==> config.mk <==
export PLATFORM = sky130hd
export DESIGN_NAME = ioc_channel
export DESIGN_NICKNAME = d
export VERILOG_FILES = /design/src/hdl/ioc_pkg.sv /design/src/hdl/ioc_channel.sv
export SDC_FILE = /design/constraint.sdc
export NUM_CORES = 1
export LEC_CHECK = 0
export ABC_CLOCK_PERIOD_IN_PS = 3660
export BUFFER_PORTS_ARGS = -buffer_cell sky130_fd_sc_hd__buf_2
export CORE_MARGIN = 5
export CORE_UTILIZATION = 50
export DETAILED_ROUTE_END_ITERATION = 10
export GPL_TIMING_DRIVEN = 0
export PLACE_DENSITY = 0.88
export SYNTH_ARGS = -nofsm -noshare
export SYNTH_HDL_FRONTEND = slang
export SYNTH_SLANG_ARGS = --single-unit
==> constraint.sdc <==
create_clock -name mclk_i -period 3.66 [get_ports mclk_i]
set_input_delay 0.549 -clock mclk_i [delete_from_list [all_inputs] [get_ports mclk_i]]
set_output_delay 0.549 -clock mclk_i [all_outputs]
set_load 0.01 [all_outputs]
==> src/hdl/ioc_pkg.sv <==
package ioc_pkg;

	// Word and code widths on the cable group
	localparam int unsigned DATA_W   = 48;
	localparam int unsigned FCODE_W  = 12;

	// Clock rate and strobe duration
	localparam int unsigned CLK_PERIOD_PS = 5000;
	localparam int unsigned STROBE_NS     = 4800;
	localparam int unsigned STROBE_CYC    = (STROBE_NS * 1000) / CLK_PERIOD_PS;
	localparam int unsigned STROBE_CNT_W  = 10;
	localparam logic [STROBE_CNT_W-1:0] STROBE_LAST =
		STROBE_CNT_W'(STROBE_CYC - 1);

	// Output data settle time before output ready rises
	localparam int unsigned SETTLE_CYC   = 2;
	localparam logic [1:0]  SETTLE_LAST  = 2'(SETTLE_CYC - 1);

	// Skid buffer depth
	localparam int unsigned BUF_DEPTH = 2;

	// Strobe kinds
	typedef enum logic [1:0] {
		IOC_IN_FUNC   = 2'b00,
		IOC_IN_SENSE  = 2'b01,
		IOC_OUT_FUNC  = 2'b10,
		IOC_OUT_SENSE = 2'b11
	} ioc_strobe_e;

	// Word handshake states
	typedef enum logic [1:0] {
		IOC_WS_IDLE   = 2'b00,
		IOC_WS_SETTLE = 2'b01,
		IOC_WS_READY  = 2'b10,
		IOC_WS_CLOSE  = 2'b11
	} ioc_wstate_e;

	// Function or sense request
	typedef struct packed {
		ioc_strobe_e          kind;
		logic [FCODE_W-1:0]   code;
	} ioc_freq_s;

	// Strobe lines toward the equipment
	typedef struct packed {
		logic in_func;
		logic in_sense;
		logic out_func;
		logic out_sense;
	} ioc_strobes_s;

endpackage : ioc_pkg

==> src/hdl/ioc_channel.sv <==
// Overview of operation
// - Master clear held high while requested; equipment resets while it stands.
// - Equipment interrupt level held until cleared; computer diverts to service.
// - Input-function strobe pulses with code, drops after 4.8 us.
// - Input-sense strobe raised with code, drops after 4.8 us.
// - Output-function strobe raised with code, drops after 4.8 us.
// - Output-sense strobe raised with code, drops after 4.8 us.
// - Transfer channel leaves block-active and input strobes unused.
// - Transfer channel: separate 48-bit data sets, one shared control set.
// - Input block: select equipment, then hold input-block-active whole block.
// - After capturing the input word, computer raises input-resume.
// - Input-ready falling makes computer drop input-resume.
// - Repeat input handshakes; drop input-block-active after the last.
// - Output block: raise output-block-active until final word sent.
// - Output word loaded and driven; output-ready only after lines settle.
// - Output-resume high makes computer drop output-ready.
// - Repeat output handshakes; drop output-block-active after the last.
// - Forty-eight input and forty-eight output data lines per group.
`timescale 1ns/1ps
module ioc_channel
	import ioc_pkg::*;
#(
	parameter bit TRANSFER_CH = 1'b0
) (
	// Clock and reset
	input  wire logic                  mclk_i,
	input  wire logic                  rst_n_i,
	// Computer side: clear and interrupt
	input  wire logic                  clear_req_i,
	output logic                       irq_o,
	// Computer side: function and sense requests
	input  wire logic                  freq_valid_i,
	input  ioc_pkg::ioc_freq_s         freq_i,
	output logic                       freq_ready_o,
	output logic                       sense_done_o,
	output logic                       sense_result_o,
	// Computer side: block control
	input  wire logic                  in_blk_start_i,
	input  wire logic                  in_blk_last_i,
	input  wire logic                  out_blk_start_i,
	output logic                       in_blk_busy_o,
	output logic                       out_blk_busy_o,
	// Computer side: input words
	output logic                       in_valid_o,
	input  wire logic                  in_ready_i,
	output logic [ioc_pkg::DATA_W-1:0] in_data_o,
	// Computer side: output words
	input  wire logic                  out_valid_i,
	input  wire logic                  out_last_i,
	output logic                       out_ready_o,
	input  wire logic [ioc_pkg::DATA_W-1:0] out_data_i,
	// Cable: data
	input  wire logic [ioc_pkg::DATA_W-1:0] cab_in_data_i,
	output logic [ioc_pkg::DATA_W-1:0] cab_out_data_o,
	// Cable: handshake
	input  wire logic                  cab_in_ready_i,
	output logic                       cab_in_resume_o,
	output logic                       cab_out_ready_o,
	input  wire logic                  cab_out_resume_i,
	output logic                       cab_in_active_o,
	output logic                       cab_out_active_o,
	// Cable: function, sense, clear, interrupt
	output ioc_pkg::ioc_strobes_s      cab_strobes_o,
	output logic [ioc_pkg::FCODE_W-1:0] cab_fcode_o,
	input  wire logic                  cab_sense_resp_i,
	input  wire logic                  cab_irq_i,
	output logic                       cab_clear_o
);
	import ioc_pkg::*;

	////////////////////////////////////////////////////////////////////////////
	// Input synchronisers

	localparam int unsigned NSYNC = 4;
	logic [NSYNC-1:0] sync1;
	logic [NSYNC-1:0] sync2;
	logic             s_in_ready;
	logic             s_out_resume;
	logic             s_sense;
	logic             s_irq;

	// Two flops per incoming level; first stage read only by second
	always_ff @(posedge mclk_i) begin
		if (!rst_n_i) begin
			sync1 <= '0;
			sync2 <= '0;
		end else begin
			sync1 <= {cab_irq_i, cab_sense_resp_i, cab_out_resume_i, cab_in_ready_i};
			sync2 <= sync1;
		end
	end

	assign s_in_ready   = sync2[0];
	assign s_out_resume = sync2[1];
	assign s_sense      = sync2[2];
	assign s_irq        = sync2[3];

	////////////////////////////////////////////////////////////////////////////
	// Clear and interrupt

	// Registered clear keeps the line glitch free
	always_ff @(posedge mclk_i) begin
		if (!rst_n_i) begin
			cab_clear_o <= 1'b0;
		end else begin
			cab_clear_o <= clear_req_i;
		end
	end

	assign irq_o = s_irq;

	////////////////////////////////////////////////////////////////////////////
	// Function and sense strobes

	// Transfer channel has no input strobes
	function automatic logic kind_allowed(input ioc_strobe_e k);
		kind_allowed = !(TRANSFER_CH && (k == IOC_IN_FUNC || k == IOC_IN_SENSE));
	endfunction : kind_allowed

	logic                    strobe_on;
	ioc_strobe_e             strobe_kind;
	logic [STROBE_CNT_W-1:0] strobe_cnt;
	logic                    resp_seen;
	logic                    freq_take;

	assign freq_ready_o = !strobe_on;
	assign freq_take    = freq_valid_i && !strobe_on && kind_allowed(freq_i.kind);

	// Code and strobe register on one edge, so the code never lags its strobe
	always_ff @(posedge mclk_i) begin
		if (!rst_n_i) begin
			strobe_on   <= 1'b0;
			strobe_kind <= IOC_IN_FUNC;
			strobe_cnt  <= '0;
			cab_fcode_o <= '0;
		end else if (freq_take) begin
			strobe_on   <= 1'b1;
			strobe_kind <= freq_i.kind;
			strobe_cnt  <= '0;
			cab_fcode_o <= freq_i.code;
		end else if (strobe_on) begin
			strobe_cnt <= strobe_cnt + 1'b1;
			if (strobe_cnt == STROBE_LAST) begin
				strobe_on <= 1'b0;
			end
		end
	end

	// Strobe decode; a refused kind never reaches the wire
	always_comb begin
		cab_strobes_o           = '0;
		cab_strobes_o.in_func   = strobe_on && strobe_kind == IOC_IN_FUNC;
		cab_strobes_o.in_sense  = strobe_on && strobe_kind == IOC_IN_SENSE;
		cab_strobes_o.out_func  = strobe_on && strobe_kind == IOC_OUT_FUNC;
		cab_strobes_o.out_sense = strobe_on && strobe_kind == IOC_OUT_SENSE;
	end

	// Sense answer: any high response seen during the strobe counts
	always_ff @(posedge mclk_i) begin
		if (!rst_n_i) begin
			resp_seen      <= 1'b0;
			sense_done_o   <= 1'b0;
			sense_result_o <= 1'b0;
		end else begin
			sense_done_o <= 1'b0;
			if (freq_take) begin
				resp_seen <= 1'b0;
			end else if (strobe_on && strobe_kind[0] && s_sense) begin
				resp_seen <= 1'b1;
			end
			if (strobe_on && strobe_kind[0] && strobe_cnt == STROBE_LAST) begin
				sense_done_o   <= 1'b1;
				sense_result_o <= resp_seen || s_sense;
			end
		end
	end

	////////////////////////////////////////////////////////////////////////////
	// Input block: four-phase word handshake into a two-entry buffer

	logic [DATA_W-1:0] ibuf [BUF_DEPTH];
	logic [1:0]        ib_cnt;
	logic              ib_wp;
	logic              ib_rp;
	logic              ib_push;
	logic              ib_pop;
	logic              in_last_pend;

	assign in_valid_o = ib_cnt != 2'd0;
	assign in_data_o  = ibuf[ib_rp];
	assign ib_pop     = in_valid_o && in_ready_i;
	// Word taken only when room exists; a full buffer stalls the equipment
	assign ib_push    = cab_in_active_o && s_in_ready && !cab_in_resume_o
		&& (ib_cnt != 2'(BUF_DEPTH));

	always_ff @(posedge mclk_i) begin
		if (!rst_n_i) begin
			ib_cnt <= '0;
			ib_wp  <= 1'b0;
			ib_rp  <= 1'b0;
		end else begin
			if (ib_push) begin
				ib_wp <= !ib_wp;
			end
			if (ib_pop) begin
				ib_rp <= !ib_rp;
			end
			ib_cnt <= ib_cnt + 2'(ib_push) - 2'(ib_pop);
		end
	end

	// Buffer storage; data needs no reset
	always_ff @(posedge mclk_i) begin
		if (ib_push) begin
			ibuf[ib_wp] <= cab_in_data_i;
		end
	end

	// Resume follows capture, clears when ready falls; last word ends block
	always_ff @(posedge mclk_i) begin
		if (!rst_n_i) begin
			cab_in_resume_o <= 1'b0;
			cab_in_active_o <= 1'b0;
			in_last_pend    <= 1'b0;
		end else begin
			if (in_blk_start_i && !cab_in_active_o && !cab_out_active_o && !TRANSFER_CH) begin
				cab_in_active_o <= 1'b1;
				in_last_pend    <= 1'b0;
			end else if (cab_in_active_o && in_blk_last_i) begin
				in_last_pend <= 1'b1;
			end
			if (ib_push) begin
				cab_in_resume_o <= 1'b1;
			end else if (cab_in_resume_o && !s_in_ready) begin
				cab_in_resume_o <= 1'b0;
				if (in_last_pend || in_blk_last_i) begin
					cab_in_active_o <= 1'b0;
				end
			end
		end
	end

	assign in_blk_busy_o = cab_in_active_o;

	////////////////////////////////////////////////////////////////////////////
	// Output block: settle, ready, resume, close

	ioc_wstate_e wst;
	logic [1:0]  settle_cnt;
	logic        word_last;

	// Block active drops only after the last word's close phase
	assign out_ready_o    = cab_out_active_o && wst == IOC_WS_IDLE;
	assign out_blk_busy_o = cab_out_active_o;

	always_ff @(posedge mclk_i) begin
		if (!rst_n_i) begin
			wst              <= IOC_WS_IDLE;
			settle_cnt       <= '0;
			word_last        <= 1'b0;
			cab_out_data_o   <= '0;
			cab_out_ready_o  <= 1'b0;
			cab_out_active_o <= 1'b0;
		end else begin
			case (wst)
				IOC_WS_IDLE: begin
					if (out_blk_start_i && !cab_out_active_o && !cab_in_active_o) begin
						cab_out_active_o <= !TRANSFER_CH || 1'b0;
					end
					if (out_valid_i && cab_out_active_o) begin
						cab_out_data_o <= out_data_i;
						word_last      <= out_last_i;
						settle_cnt     <= '0;
						wst            <= IOC_WS_SETTLE;
					end
				end
				IOC_WS_SETTLE: begin
					settle_cnt <= settle_cnt + 1'b1;
					if (settle_cnt == SETTLE_LAST) begin
						cab_out_ready_o <= 1'b1;
						wst             <= IOC_WS_READY;
					end
				end
				IOC_WS_READY: begin
					if (s_out_resume) begin
						cab_out_ready_o <= 1'b0;
						wst             <= IOC_WS_CLOSE;
					end
				end
				IOC_WS_CLOSE: begin
					if (!s_out_resume) begin
						wst <= IOC_WS_IDLE;
						if (word_last) begin
							cab_out_active_o <= 1'b0;
						end
					end
				end
				default: begin
					wst <= IOC_WS_IDLE;
				end
			endcase
		end
	end
endmodule : ioc_channel

Yosys cells after proc, flatten, opt, wreduce, memory -nomap -nowiden --
Memory sizes are Yosys's and may differ from the RTL's. A register that Yosys moved wholly into a read port is not among the register bits. Index checks and enable logic that the tools add are counted.
Storage, ports and cells: input port bits 124, memories kept 1, output and inout port bits 125, memory bits (writable) 96, register bits after elaboration 99
Cells by class: $add $sub $neg 4, eq/ne operators 15, multiplexer cells 28, bitwise logic cells 1, reductions and logical operators 43
Memories:
- ibuf | depth 2, width 48, read ports 1, clocked after Yosys merged registers in 1, write ports 1, line ioc_channel.sv:181 | logic [DATA_W-1:0] ibuf [BUF_DEPTH];
Operator list (number):
- logical AND 1 bit | 20
- two-way mux 1 bit | 19
- adder 10 x 1 -> 10 bit, second input constant | 1
- equality test 10 bit, second input constant | 1
- two-way mux 2 bit | 5
- != test 2 bit, second input constant | 5
- nonzero test 2 bit | 5
- equality test 2 bit, second input constant | 4
- case mux 2 bit (4 select lines) | 1
- AND reduction 4 bit | 2
- zero test 1 bit | 7
- equality test 2 x 1 -> 1 bit, second input constant | 3
- zero test 2 bit | 2
- != test 2 x 1 -> 1 bit, second input constant | 2
- case mux 1 bit (2 select lines) | 2
- case mux 2 bit (2 select lines) | 1
- AND reduction 2 bit | 2
- OR reduction 2 bit | 2
- AND reduction 3 bit | 1
- adder 2 x 1 -> 2 bit | 1
- adder 2 x 1 -> 2 bit, second input constant | 1
- logical OR 1 bit | 2
- subtractor 2 x 1 -> 2 bit | 1
- inverter 1 bit | 1

Logic depth before layout (Yosys ltp) --
Gate-level depths: netlist (run 1).
depth after elaboration 7, mapped depth 8, gate-level depth less buffers 8

Least setup slack after synthesis (run 1) --
No wires, ideal clock.
path kind reg2reg, start register cab_in_active_o, end memory ibuf[1][0] (enable), clock period less this slack 3.225 ns, arrival 2.771 ns, path buffers 1, slack 0.435 ns, stages on the path, launching flop included 4, path through dfxtp_1 -> clkbuf_1 -> nand3_1 -> nor2_1
On the way: cells in the longest elaborated chain, start to end 5
RTL lines:
- start: declaration | line ioc_channel.sv:60 | output logic cab_in_active_o,
- start signal: assignment | line ioc_channel.sv:223 | cab_in_active_o <= 1'b0;
- start signal: assignment | line ioc_channel.sv:227 | cab_in_active_o <= 1'b1;
- start signal: assignment | line ioc_channel.sv:237 | cab_in_active_o <= 1'b0;
- logical AND 1 bit (2 in series) | line ioc_channel.sv:193 | assign ib_push = cab_in_active_o && s_in_ready && !cab_in_resume_o
- logical AND 1 bit | line ioc_channel.sv:194 | && (ib_cnt != 2'(BUF_DEPTH));
- two-way mux 1 bit | line ioc_channel.sv:214 | if (ib_push) begin
- two-way mux 1 bit (implied by the code) | line ioc_channel.sv:215 | ibuf[ib_wp] <= cab_in_data_i;
- end: declaration | line ioc_channel.sv:181
Every way passes these cells.

==> results of run 1 <==
## power groups by stage
stage | Sequential (mW) | Combinational [mW] | Clock [mW]
2_1_floorplan | 2.56 | 0.711 | 0
3_3_place_gp | 2.54 | 1.15 | 0
3_5_place_dp | 2.55 | 1.18 | 0
4_1_cts | 2.50 | 1.19 | 1.91
5_1_grt | 2.51 | 1.29 | 2.00
6_report | 2.50 | 1.17 | 1.87
## logic make-up (layout without fill, tap and decap cells)
kind of cell,count (synthesis),in the layout,share of synthesized area (%)
and+or+nand+nor,205,205,12.7
muxes,50,50,7.77
adders and majority gates,9,9,1.56
xor gates and xnor gates,6,6,0.728
DFF,196,196,67.7
buffers and inverters,42,324,2.53
other,0,1,0
AOI/OAI and AO/OA,93,93,6.99
## final timing paths
check               startpoint       endpoint  depth (start not counted)
max reg2reg    cab_in_active_o    ibuf[1][26]                          4
min reg2reg           sync1[3]       sync2[3]                          1
min          cab_in_data_i[41]    ibuf[1][41]                          1
max                   register  in_data_o[45]                          4
## routing by layer
layer	global-route usage, %	routed length (microns)	up-vias
met1	22.3	6740	2524
met4	8.13	434	0
met2	34.2	8470	214
met5	0	0	-
met3	7.37	1680	28
li1	-	-	2634
## cell type report
class                      instances  area, sq um  area share [%]
antenna                            1         2.50          0.0267
buffer                            32          145            1.55
clock buffer                      20          467            4.99
clock inverter                    12          145            1.55
inverter                          10         37.5           0.401
multi-input combinational        363         2160            23.1
sequential                       196         4880            52.2
tap                              184          230            2.46
timing repair buffer             250         1290            13.8
## per-stage QoR
step	setup TNS (ps)	power, mW	area (sq um)	setup WS (ps)
after floorplan	0	3.27	7220	435
after global placement	-36520	3.69	8690	-764
after detailed placement	0	3.73	8740	1340
after CTS	0	5.60	9360	1120
after global routing	0	5.80	9360	1080
final	0	5.54	9360	1190
## worst max-delay path, cell delays in order (launching register included)
cell and delay [ps]:
dfxtp_1 380, buf_2 290, buf_2 310, mux2_2 380, buf_2 140
## sequential cells by signal, indices dropped and copies added (netlist names), 2 cells and up, named ones only
register	cells
cab_out_data_o	48
ib_cnt	2
sync2	4
sync1	4
settle_cnt	2
strobe_cnt	10
strobe_kind	2
ibuf	96
cab_fcode_o	12
wst	2
## synthesized netlist by cell type (2+ instances only)
cell type	count
nand3b_1	2
o31ai_1	2
and2_1	13
a21oi_1	76
nor3_1	5
dfxtp_1	100
nor2b_1	2
buf_2	8
mux2i_1	2
inv_1	10
and3_1	3
o21ai_0	5
nand2b_1	5
nor2_1	16
ha_1	9
mux2_2	48
xnor2_1	2
or3_2	3
clkbuf_1	18
xor2_1	4
a211oi_1	2
nand4_1	6
nand2_1	135
nor3b_1	2
buf_4	4
edfxtp_1	96
nand3_1	7
buf_1	2
==> results.md, run 1 <==
- P_sw: 1.48 mW
- Most common cell after layout, fill and taps aside: buf_2
- Data required, critical path: 3110 ps
- Die Area: 16900 sq um
- Clock tree root driver cell: clkbuf_16
- Syn_area_per_cell: 12.0 sq um
- Average wire per standard cell: ~16 microns
- Worst-Margin Slew: 937 ps
- Rel. slew slack: a little under two fifths
- Final hold vios: 0
- Switch share: 26.7%
- Postcts setup bufs: 0
- Share of layout cells above drive strength 1: 39.9%
- Combinational fraction of design power: 21.2%
- Port bufs: 248
- Max_cap viols: 0
- Maximum vdd drop: 0.367 mV
- Syn Inst Count: 601
- HP Class: in -> reg
- Clock slew seen by the registers of the worst setup and hold paths: 70 ps
- Routed Antenna Nets: 0
- Yosys cell types: 42
- Period utilisation layout: 67.4%
- H-Tree Depth: 4
- Ys flop type: dfxtp_1
- Number of global-route vias before repair: 5457
- Max Root-Sink Buffers: 2
- Part of the power in registers: 45.1%
- CP endpoint kind: output pin
- Cell row count: 44
- Synth area leader: edfxtp_1
- Total number of vias: 5400
- Final min period: 2470 ps
- Crit path max fanout: 10
- Clk_skew: 8.62 ps
- Clk pwr share: ~34%
- WS Path Type: reg -> out
- Post-synth EDFFs: 96
- Share of the synthesized area in the top cell type: 39.9%
- Filler cells: 1116
- WHS: 316 ps
- Routability cong.: roughly 0.8
- Final Slew Violations: 0
- Startpoint Class: register
- Fin util: 65.1%
- Crit path DAT: approximately 1900 ps
- DR pass1 iterations: 4
- Core area: ~14000 sq um
- Vias/cell: 5.06
- Synth Register Bits: 196
- Leakage: 3.85 nW
- Layout net count: 1003
- YS warnings: 0
- Final setup vio count: 0
- Synthesized area: just over 7000 sq um
- Hpwl dp: ~13000 microns
- Initial DRC count: between 200 and 250
- CTS tree: yes
- Fin cells: 1068
- Most frequent cells in the layout: buf_2 (256), nand2_1 (135), dfxtp_1 (100)
- Post-CTS sizing: 0
- Starting Density: 50.2%
- Num CTS Buffers: 17
- DIE HEIGHT: roughly 130 microns
- Die width: ~130 microns
- Global route total overflow: 0
- Drt total wl: 17300 microns
- Synth-to-layout area growth: 29.7%
- Status: finished clean
- DR DRC count: 0
- Async S/R FF share, synth: 0%
- Worst-skew pair later-pin latency: around 420 ps
- Largest net degree at the start of global routing: 42
- Synthesized Nets: 734
- Fmax: between 400 and 500 MHz
- Hold-fix buffers, CTS: 0
- Synth area leaders: edfxtp_1 (40%), dfxtp_1 (28%), mux2_2 (7.5%), nand2_1 (7.0%), a21oi_1 (5.3%)
- Flop2flop setup slack: 1370 ps
- Power Dens Cells: 593 nW/um^2
- Inst Count DP: just over 1000
- Internal: a little over 4 mW
- I/O pins: 249
- GRT Total Usage: 19.9%
- First-pass GRT wire length: 26200 microns
- Initial antenna violation count: 0
- Unrepaired setup endpoints after global routing: no
- Sequential element share of the synthesized area: 67.7%
- Clk sink count: 196
Note: power is estimated with default switching activity, not from simulation.
==> run 2, diff against run 1 <==
- ABC_CLOCK_PERIOD_IN_PS: 3660 -> 2400
- clock period: 3.66 -> 2.4 ns (I/O delays scaled with it)
==> run 2 against run 1 <==
First-iteration DRC count is 11% higher; register-to-register slack worse by 1200 ps; non-clock buffer count is 1 lower; worst hold slack worse by 190 ps; power is 49% higher; core utilization is 0.51 points lower; largest cell class unchanged; largest power group unchanged.
==> results.md, run 2 (synthesized netlist as in run 1, its figures left out) <==
- Status: finished clean
- Antenna cells: 0 (-1)
- Starting Density: 50.2% (unchanged)
- DIE HEIGHT: 130 microns (unchanged)
- Postcts setup bufs: 0 (unchanged)
- Crit path DAT: 1870 ps (-50 ps)
- Clock tree root driver cell: clkbuf_16
- I/O pins: 249 (unchanged)
- Hold-fix buffers, CTS: 0 (unchanged)
- Register bank with the most flops: ibuf
- Startpoint Class: register
- Initial DRC count: 258 (+11%)
- WS Path Type: reg -> out
- Data required, critical path: 2040 ps (-1070 ps)
- Largest net degree at the start of global routing: 29 (-31%)
- M3 GR Usage: 6.26% (-1.1 points)
- HP Start: cab_in_data_i[0]
- Unrepaired setup endpoints after global routing: no
- CTS tree: yes
- Final setup vio count: 0 (unchanged)
- Rel. slew slack: 48.4% (+11 points)
- Critical path buffer and inverter count: 3 (unchanged)
- Setup tns final: 0 ps (unchanged)
- Hpwl dp: 12400 microns (-4.3%)
- Maximum vdd drop: 0.586 mV (+60%)
- HP Class: in -> reg
- Most frequent cells in the layout: buf_2 (256), nand2_1 (135), dfxtp_1 (100)
- CP endpoint kind: output pin
- Vias/cell: 5.09 (+0.59%)
- Drt total wl: 17100 microns (-1.1%)
- Worst path slowest cell: mux2_2
- Final min period: 2230 ps
- Final hold vios: 0 (unchanged)
- M1 GR Usage: 24.8% (+2.5 points)
- Port bufs: 248 (unchanged)
- Most common cell on crit path: buf_2
- Die Area: 16900 sq um (unchanged)
- Cell row count: 44 (unchanged)
- Period utilisation layout: 93.0%
- Routed Antenna Nets: 0 (unchanged)
- Core area: 14400 sq um (unchanged)
- Hold EP: ibuf[1][0]
- Path depth of the worst reg2reg path: 8 (+4)
- R2R Path Start: cab_in_active_o
- Final Slew Violations: 0 (unchanged)
- Die width: 130 microns (unchanged)
- DR pass1 iterations: 5 (+1)
- Power Dens Cells: 891 nW/um^2 (+50%)
- DR DRC count: 0 (unchanged)
- Critical R2R Capture: ib_cnt[1]
- Clk sink count: 196 (unchanged)
- Share of layout cells above drive strength 1: 39.5% (-0.34 points)
- Leakage: 3.78 nW (-1.8%)
- Initial antenna violation count: 0 (unchanged)
- CP max stage delay: 380 ps (about the same)
- Most common cell after layout, fill and taps aside: buf_2
- Synth-to-layout area growth: 28.6%
- Critical path's top delay family: buffers and inverters
- Flop2flop setup slack: 180 ps (-1190 ps)
- Biggest regs: ibuf: 96 flops, cab_out_data_o: 48 flops, cab_fcode_o: 12 flops
- GR peak layer: met2
- Max Root-Sink Buffers: 2 (unchanged)
- Worst-skew pair later-pin latency: 420 ps (about the same)
- Met2 Use GR: 32.6% (-1.6 points)
- Max_cap viols: 0 (unchanged)
- Total number of vias: 5427 (+0.50%)
- Multi-input logic area: 2170 sq um (+0.52%)
- Layout net count: 1003 (unchanged)
- GRT Total Usage: 19.9% (+0.033 points)
- Number of global-route vias before repair: 5248 (-3.8%)
- Max reg flops: 96 (unchanged)
- Filler cells: 1100 (-1.4%)
- WHS: 123 ps (-193 ps)
- Worst-Margin Slew: 773 ps (-164 ps)
- H-Tree Depth: 4 (unchanged)
- Seq. cell area: 4880 sq um (unchanged)
- Clock slew seen by the registers of the worst setup and hold paths: 70 ps (about the same)
- First-pass GRT wire length: 26300 microns (+0.48%)
- Average wire per standard cell: 16.1 microns (-1.0%)
- Hold depth: 1 (unchanged)
- Clk_skew: 9.31 ps (+0.682 ps)
- Crit path max fanout: 10 (unchanged)
- Post-CTS sizing: 1 (+1)
- Num CTS Buffers: 17 (unchanged)
- Fmax: 448 MHz
- Global route total overflow: 0 (unchanged)
- Routability cong.: 0.833 (+1.7%)
- Cells along the critical path: buf_2 > buf_2 > mux2_2 > buf_2
run 2: layout make-up:
| type | instances | share of cell area (%) |
|---|---|---|
| well taps | 184 | 2.48 |
| multi-input cells | 364 | 23.4 |
| plain buffers | 32 | 1.56 |
| clock inverters | 13 | 1.33 |
| repair buffers | 249 | 13.6 |
| inverters | 10 | 0.404 |
| flip-flops and latches | 196 | 52.6 |
| clock buffers | 19 | 4.66 |
run 2: worst max-delay path by stage:
stage	endpoint	depth (start not counted)	slack, ps
final	in_data_o[33]	4	170
after global routing	ib_cnt[1]	8	3
after CTS	in_data_o[33]	4	130
after detailed placement	ibuf[1][15]	3	-40
after global placement	ibuf[0][32]	3	-300
after floorplan	ibuf[0][0]	3	290
run 2: power breakdown:
group          internal, mW  switching (mW)  leakage, nW
combinational         0.828           0.968         1.85
sequential             3.69           0.109         1.68
clock                  1.45            1.23        0.257
total                  5.96            2.31         3.78
run 2: stage by stage:
stage / total power [mW] / instances / area (sq um) / util (%) / setup WS [ps]
after global routing: 8.68 / 1067 / 9280 / 64.6 / 2.73
final: 8.28 / 1067 / 9280 / 64.6 / 167
after global placement: 5.63 / 1033 / 8700 / 60.5 / -295
after detailed placement: 5.69 / 1034 / 8720 / 60.7 / -43.7
after floorplan: 4.99 / 601 / 7220 / - / 287
after CTS: 8.37 / 1067 / 9280 / 64.6 / 125
run 2: layer usage:
layer,routed length (microns),part of all wire (%)
met1,7010,41
met2,8240,48
met3,1580,9.2
met4,291,1.7
met5,0,0
==> run 3, diff against run 2 <==
- CAP_MARGIN: not set -> 5
- PLACE_DENSITY: 0.88 -> 0.8
==> run 3 against run 2 <==
Clock skew grew 0.76 ps; via count shrank 1.6%; core utilization up 0.26 points; setup slack lost 69 ps; power rose by 1.6%; first-iteration DRC count increased by 20%; clock-buffer cell count decreased by 1; non-clock buffer count increased by 1; cell area grew 0.40%; final cell count is essentially flat; combinational power is essentially flat; critical path depth did not move; critical path type unchanged; largest cell class unchanged.
==> results.md, run 3 (synthesized netlist as in run 1, its figures left out) <==
- Status: finished clean
- DR DRC count: 0 (unchanged)
- Setup tns final: 0 ps (unchanged)
- Flop2flop setup slack: 350 ps (+170 ps)
- Period utilisation layout: 95.9% (+2.9 points)
- Total number of vias: 5339 (-1.6%)
- R2R Path Start: cab_in_active_o
- Initial DRC count: 310 (+20%)
- Worst-skew pair later-pin latency: 420 ps (about the same)
- Vias/cell: 5.01 (-1.5%)
- Routability cong.: 0.794 (-4.6%)
- Multi-input logic area: 2160 sq um (-0.52%)
- Initial antenna violation count: 1 (+1)
- Rel. slew slack: 58.2% (+9.9 points)
- M1 GR Usage: 25.0% (+0.25 points)
- Filler cells: 1100 (unchanged)
- Critical R2R Capture: ibuf[1][26]
- Global route total overflow: 0 (unchanged)
- Most frequent cells in the layout: buf_2 (256), nand2_1 (135), dfxtp_1 (100)
- Path depth of the worst reg2reg path: 4 (-4)
- Inst Count DP: 1035 (+0.097%)
- Cell row count: 44 (unchanged)
- Num CTS Buffers: 17 (unchanged)
- Worst-Margin Slew: 627 ps (-146 ps)
- I/O pins: 249 (unchanged)
- Antenna cells: 0 (unchanged)
- Data required, critical path: 2040 ps (about the same)
- CP endpoint kind: output pin
- Post-CTS sizing: 0 (-1)
- HP Class: in -> reg
- Clock slew seen by the registers of the worst setup and hold paths: 70 ps (about the same)
- Worst slack, placed: 329 ps (+373 ps)
- Final setup vio count: 0 (unchanged)
- Final instance area: 9320 sq um (+0.40%)
- Final hold vios: 0 (unchanged)
- Fmax: 434 MHz (-3.0%)
- Fin cells: 1066 (-0.094%)
- Register bank with the most flops: ibuf
- Synth-to-layout area growth: 29.2%
- Power Dens Cells: 902 nW/um^2 (+1.2%)
- Met2 Use GR: 31.2% (-1.5 points)
- Startpoint Class: register
- Max Root-Sink Buffers: 2 (unchanged)
- Hold-fix buffers, CTS: 0 (unchanged)
- Routed Antenna Nets: 0 (unchanged)
- Worst Setup EP: in_data_o[43]
- Crit path DAT: 1940 ps (+70 ps)
- Postcts setup bufs: 0 (unchanged)
- Layout net count: 1003 (unchanged)
- Placed inst area: 8740 sq um (+0.23%)
- GRT Total Usage: 19.5% (-0.43 points)
- Final min period: 2300 ps (+69.1 ps)
- GR peak layer: met2
- Die Area: 16900 sq um (unchanged)
- Most common cell after layout, fill and taps aside: buf_2
- Number of global-route vias before repair: 5138 (-2.1%)
- Final Slew Violations: 0 (unchanged)
- Largest net degree at the start of global routing: 32 (+10%)
- Crit path max fanout: 10 (unchanged)
- Leakage: 3.81 nW (+0.76%)
- Die width: 130 microns (unchanged)
- M3 GR Usage: 6.88% (+0.61 points)
- Hpwl dp: 12400 microns (+0.46%)
- Average wire per standard cell: 16.0 microns (-0.64%)
- Setup WS post-layout: 97.7 ps (-69.1 ps)
- Clock tree root driver cell: clkbuf_16
- CTS tree: yes
- Drt total wl: 17000 microns (-0.74%)
- Port bufs: 248 (unchanged)
- Share of layout cells above drive strength 1: 39.3% (-0.18 points)
- Clk_skew: 10.1 ps (+0.764 ps)
- DR pass1 iterations: 4 (-1)
- H-Tree Depth: 4 (unchanged)
- First-pass GRT wire length: 25800 microns (-2.0%)
- DIE HEIGHT: 130 microns (unchanged)
- Unrepaired setup endpoints after global routing: no
- Maximum vdd drop: 0.487 mV (-17%)
- Clk sink count: 196 (unchanged)
- Starting Density: 50.2% (unchanged)
- Max reg flops: 96 (unchanged)
- WS Path Type: reg -> out
- Fin util: 64.9% (+0.26 points)
- Biggest regs: ibuf: 96 flops, cab_out_data_o: 48 flops, cab_fcode_o: 12 flops
- Max_cap viols: 0 (unchanged)
- Core area: 14400 sq um (unchanged)
- Seq. cell area: 4880 sq um (unchanged)
run 3: layer usage:
metal | wire length, microns | vias to the layer above
met4 | 252 | 2
met2 | 8000 | 206
met3 | 1600 | 26
met1 | 7150 | 2472
met5 | 7 | -
li1 | - | 2633
run 3: final cells by class:
cell class | instances | area share (%)
timing repair buffer | 250 | 13.7
tap | 184 | 2.47
clock inverter | 13 | 1.68
sequential | 196 | 52.4
buffer | 32 | 1.56
clock buffer | 18 | 4.60
multi-input combinational | 363 | 23.1
inverter | 10 | 0.403
run 3: stage by stage:
stage / total power, mW / hold WS (ps)
final: 8.41 / 130
after global routing: 8.82 / 104
after CTS: 8.49 / 109
after detailed placement: 5.67 / 419
after global placement: 5.63 / 415
after floorplan: 4.99 / 412
run 3: worst max-delay path: stages (launching register included):
cell	delay, ps
dfxtp_1	380
buf_2	290
buf_2	320
mux2_2	380
buf_2	140
run 3: report_power, final:
group          switching, mW  internal [mW]  leakage [nW]
combinational          0.950          0.826          1.85
sequential             0.118           3.69          1.68
clock                   1.19           1.64         0.278
total                   2.25           6.15          3.81
run 3: worst min-delay path by stage:
stage	start	end	slack (ps)	depth (start not counted)
final	cab_in_data_i[35]	ibuf[1][35]	130	1
after global routing	cab_in_data_i[18]	ibuf[1][18]	100	1
after CTS	cab_in_data_i[18]	ibuf[1][18]	110	1
after detailed placement	sync1[2]	sync2[2]	420	1
after global placement	sync1[3]	sync2[3]	410	1
after floorplan	sync1[0]	sync2[0]	410	1
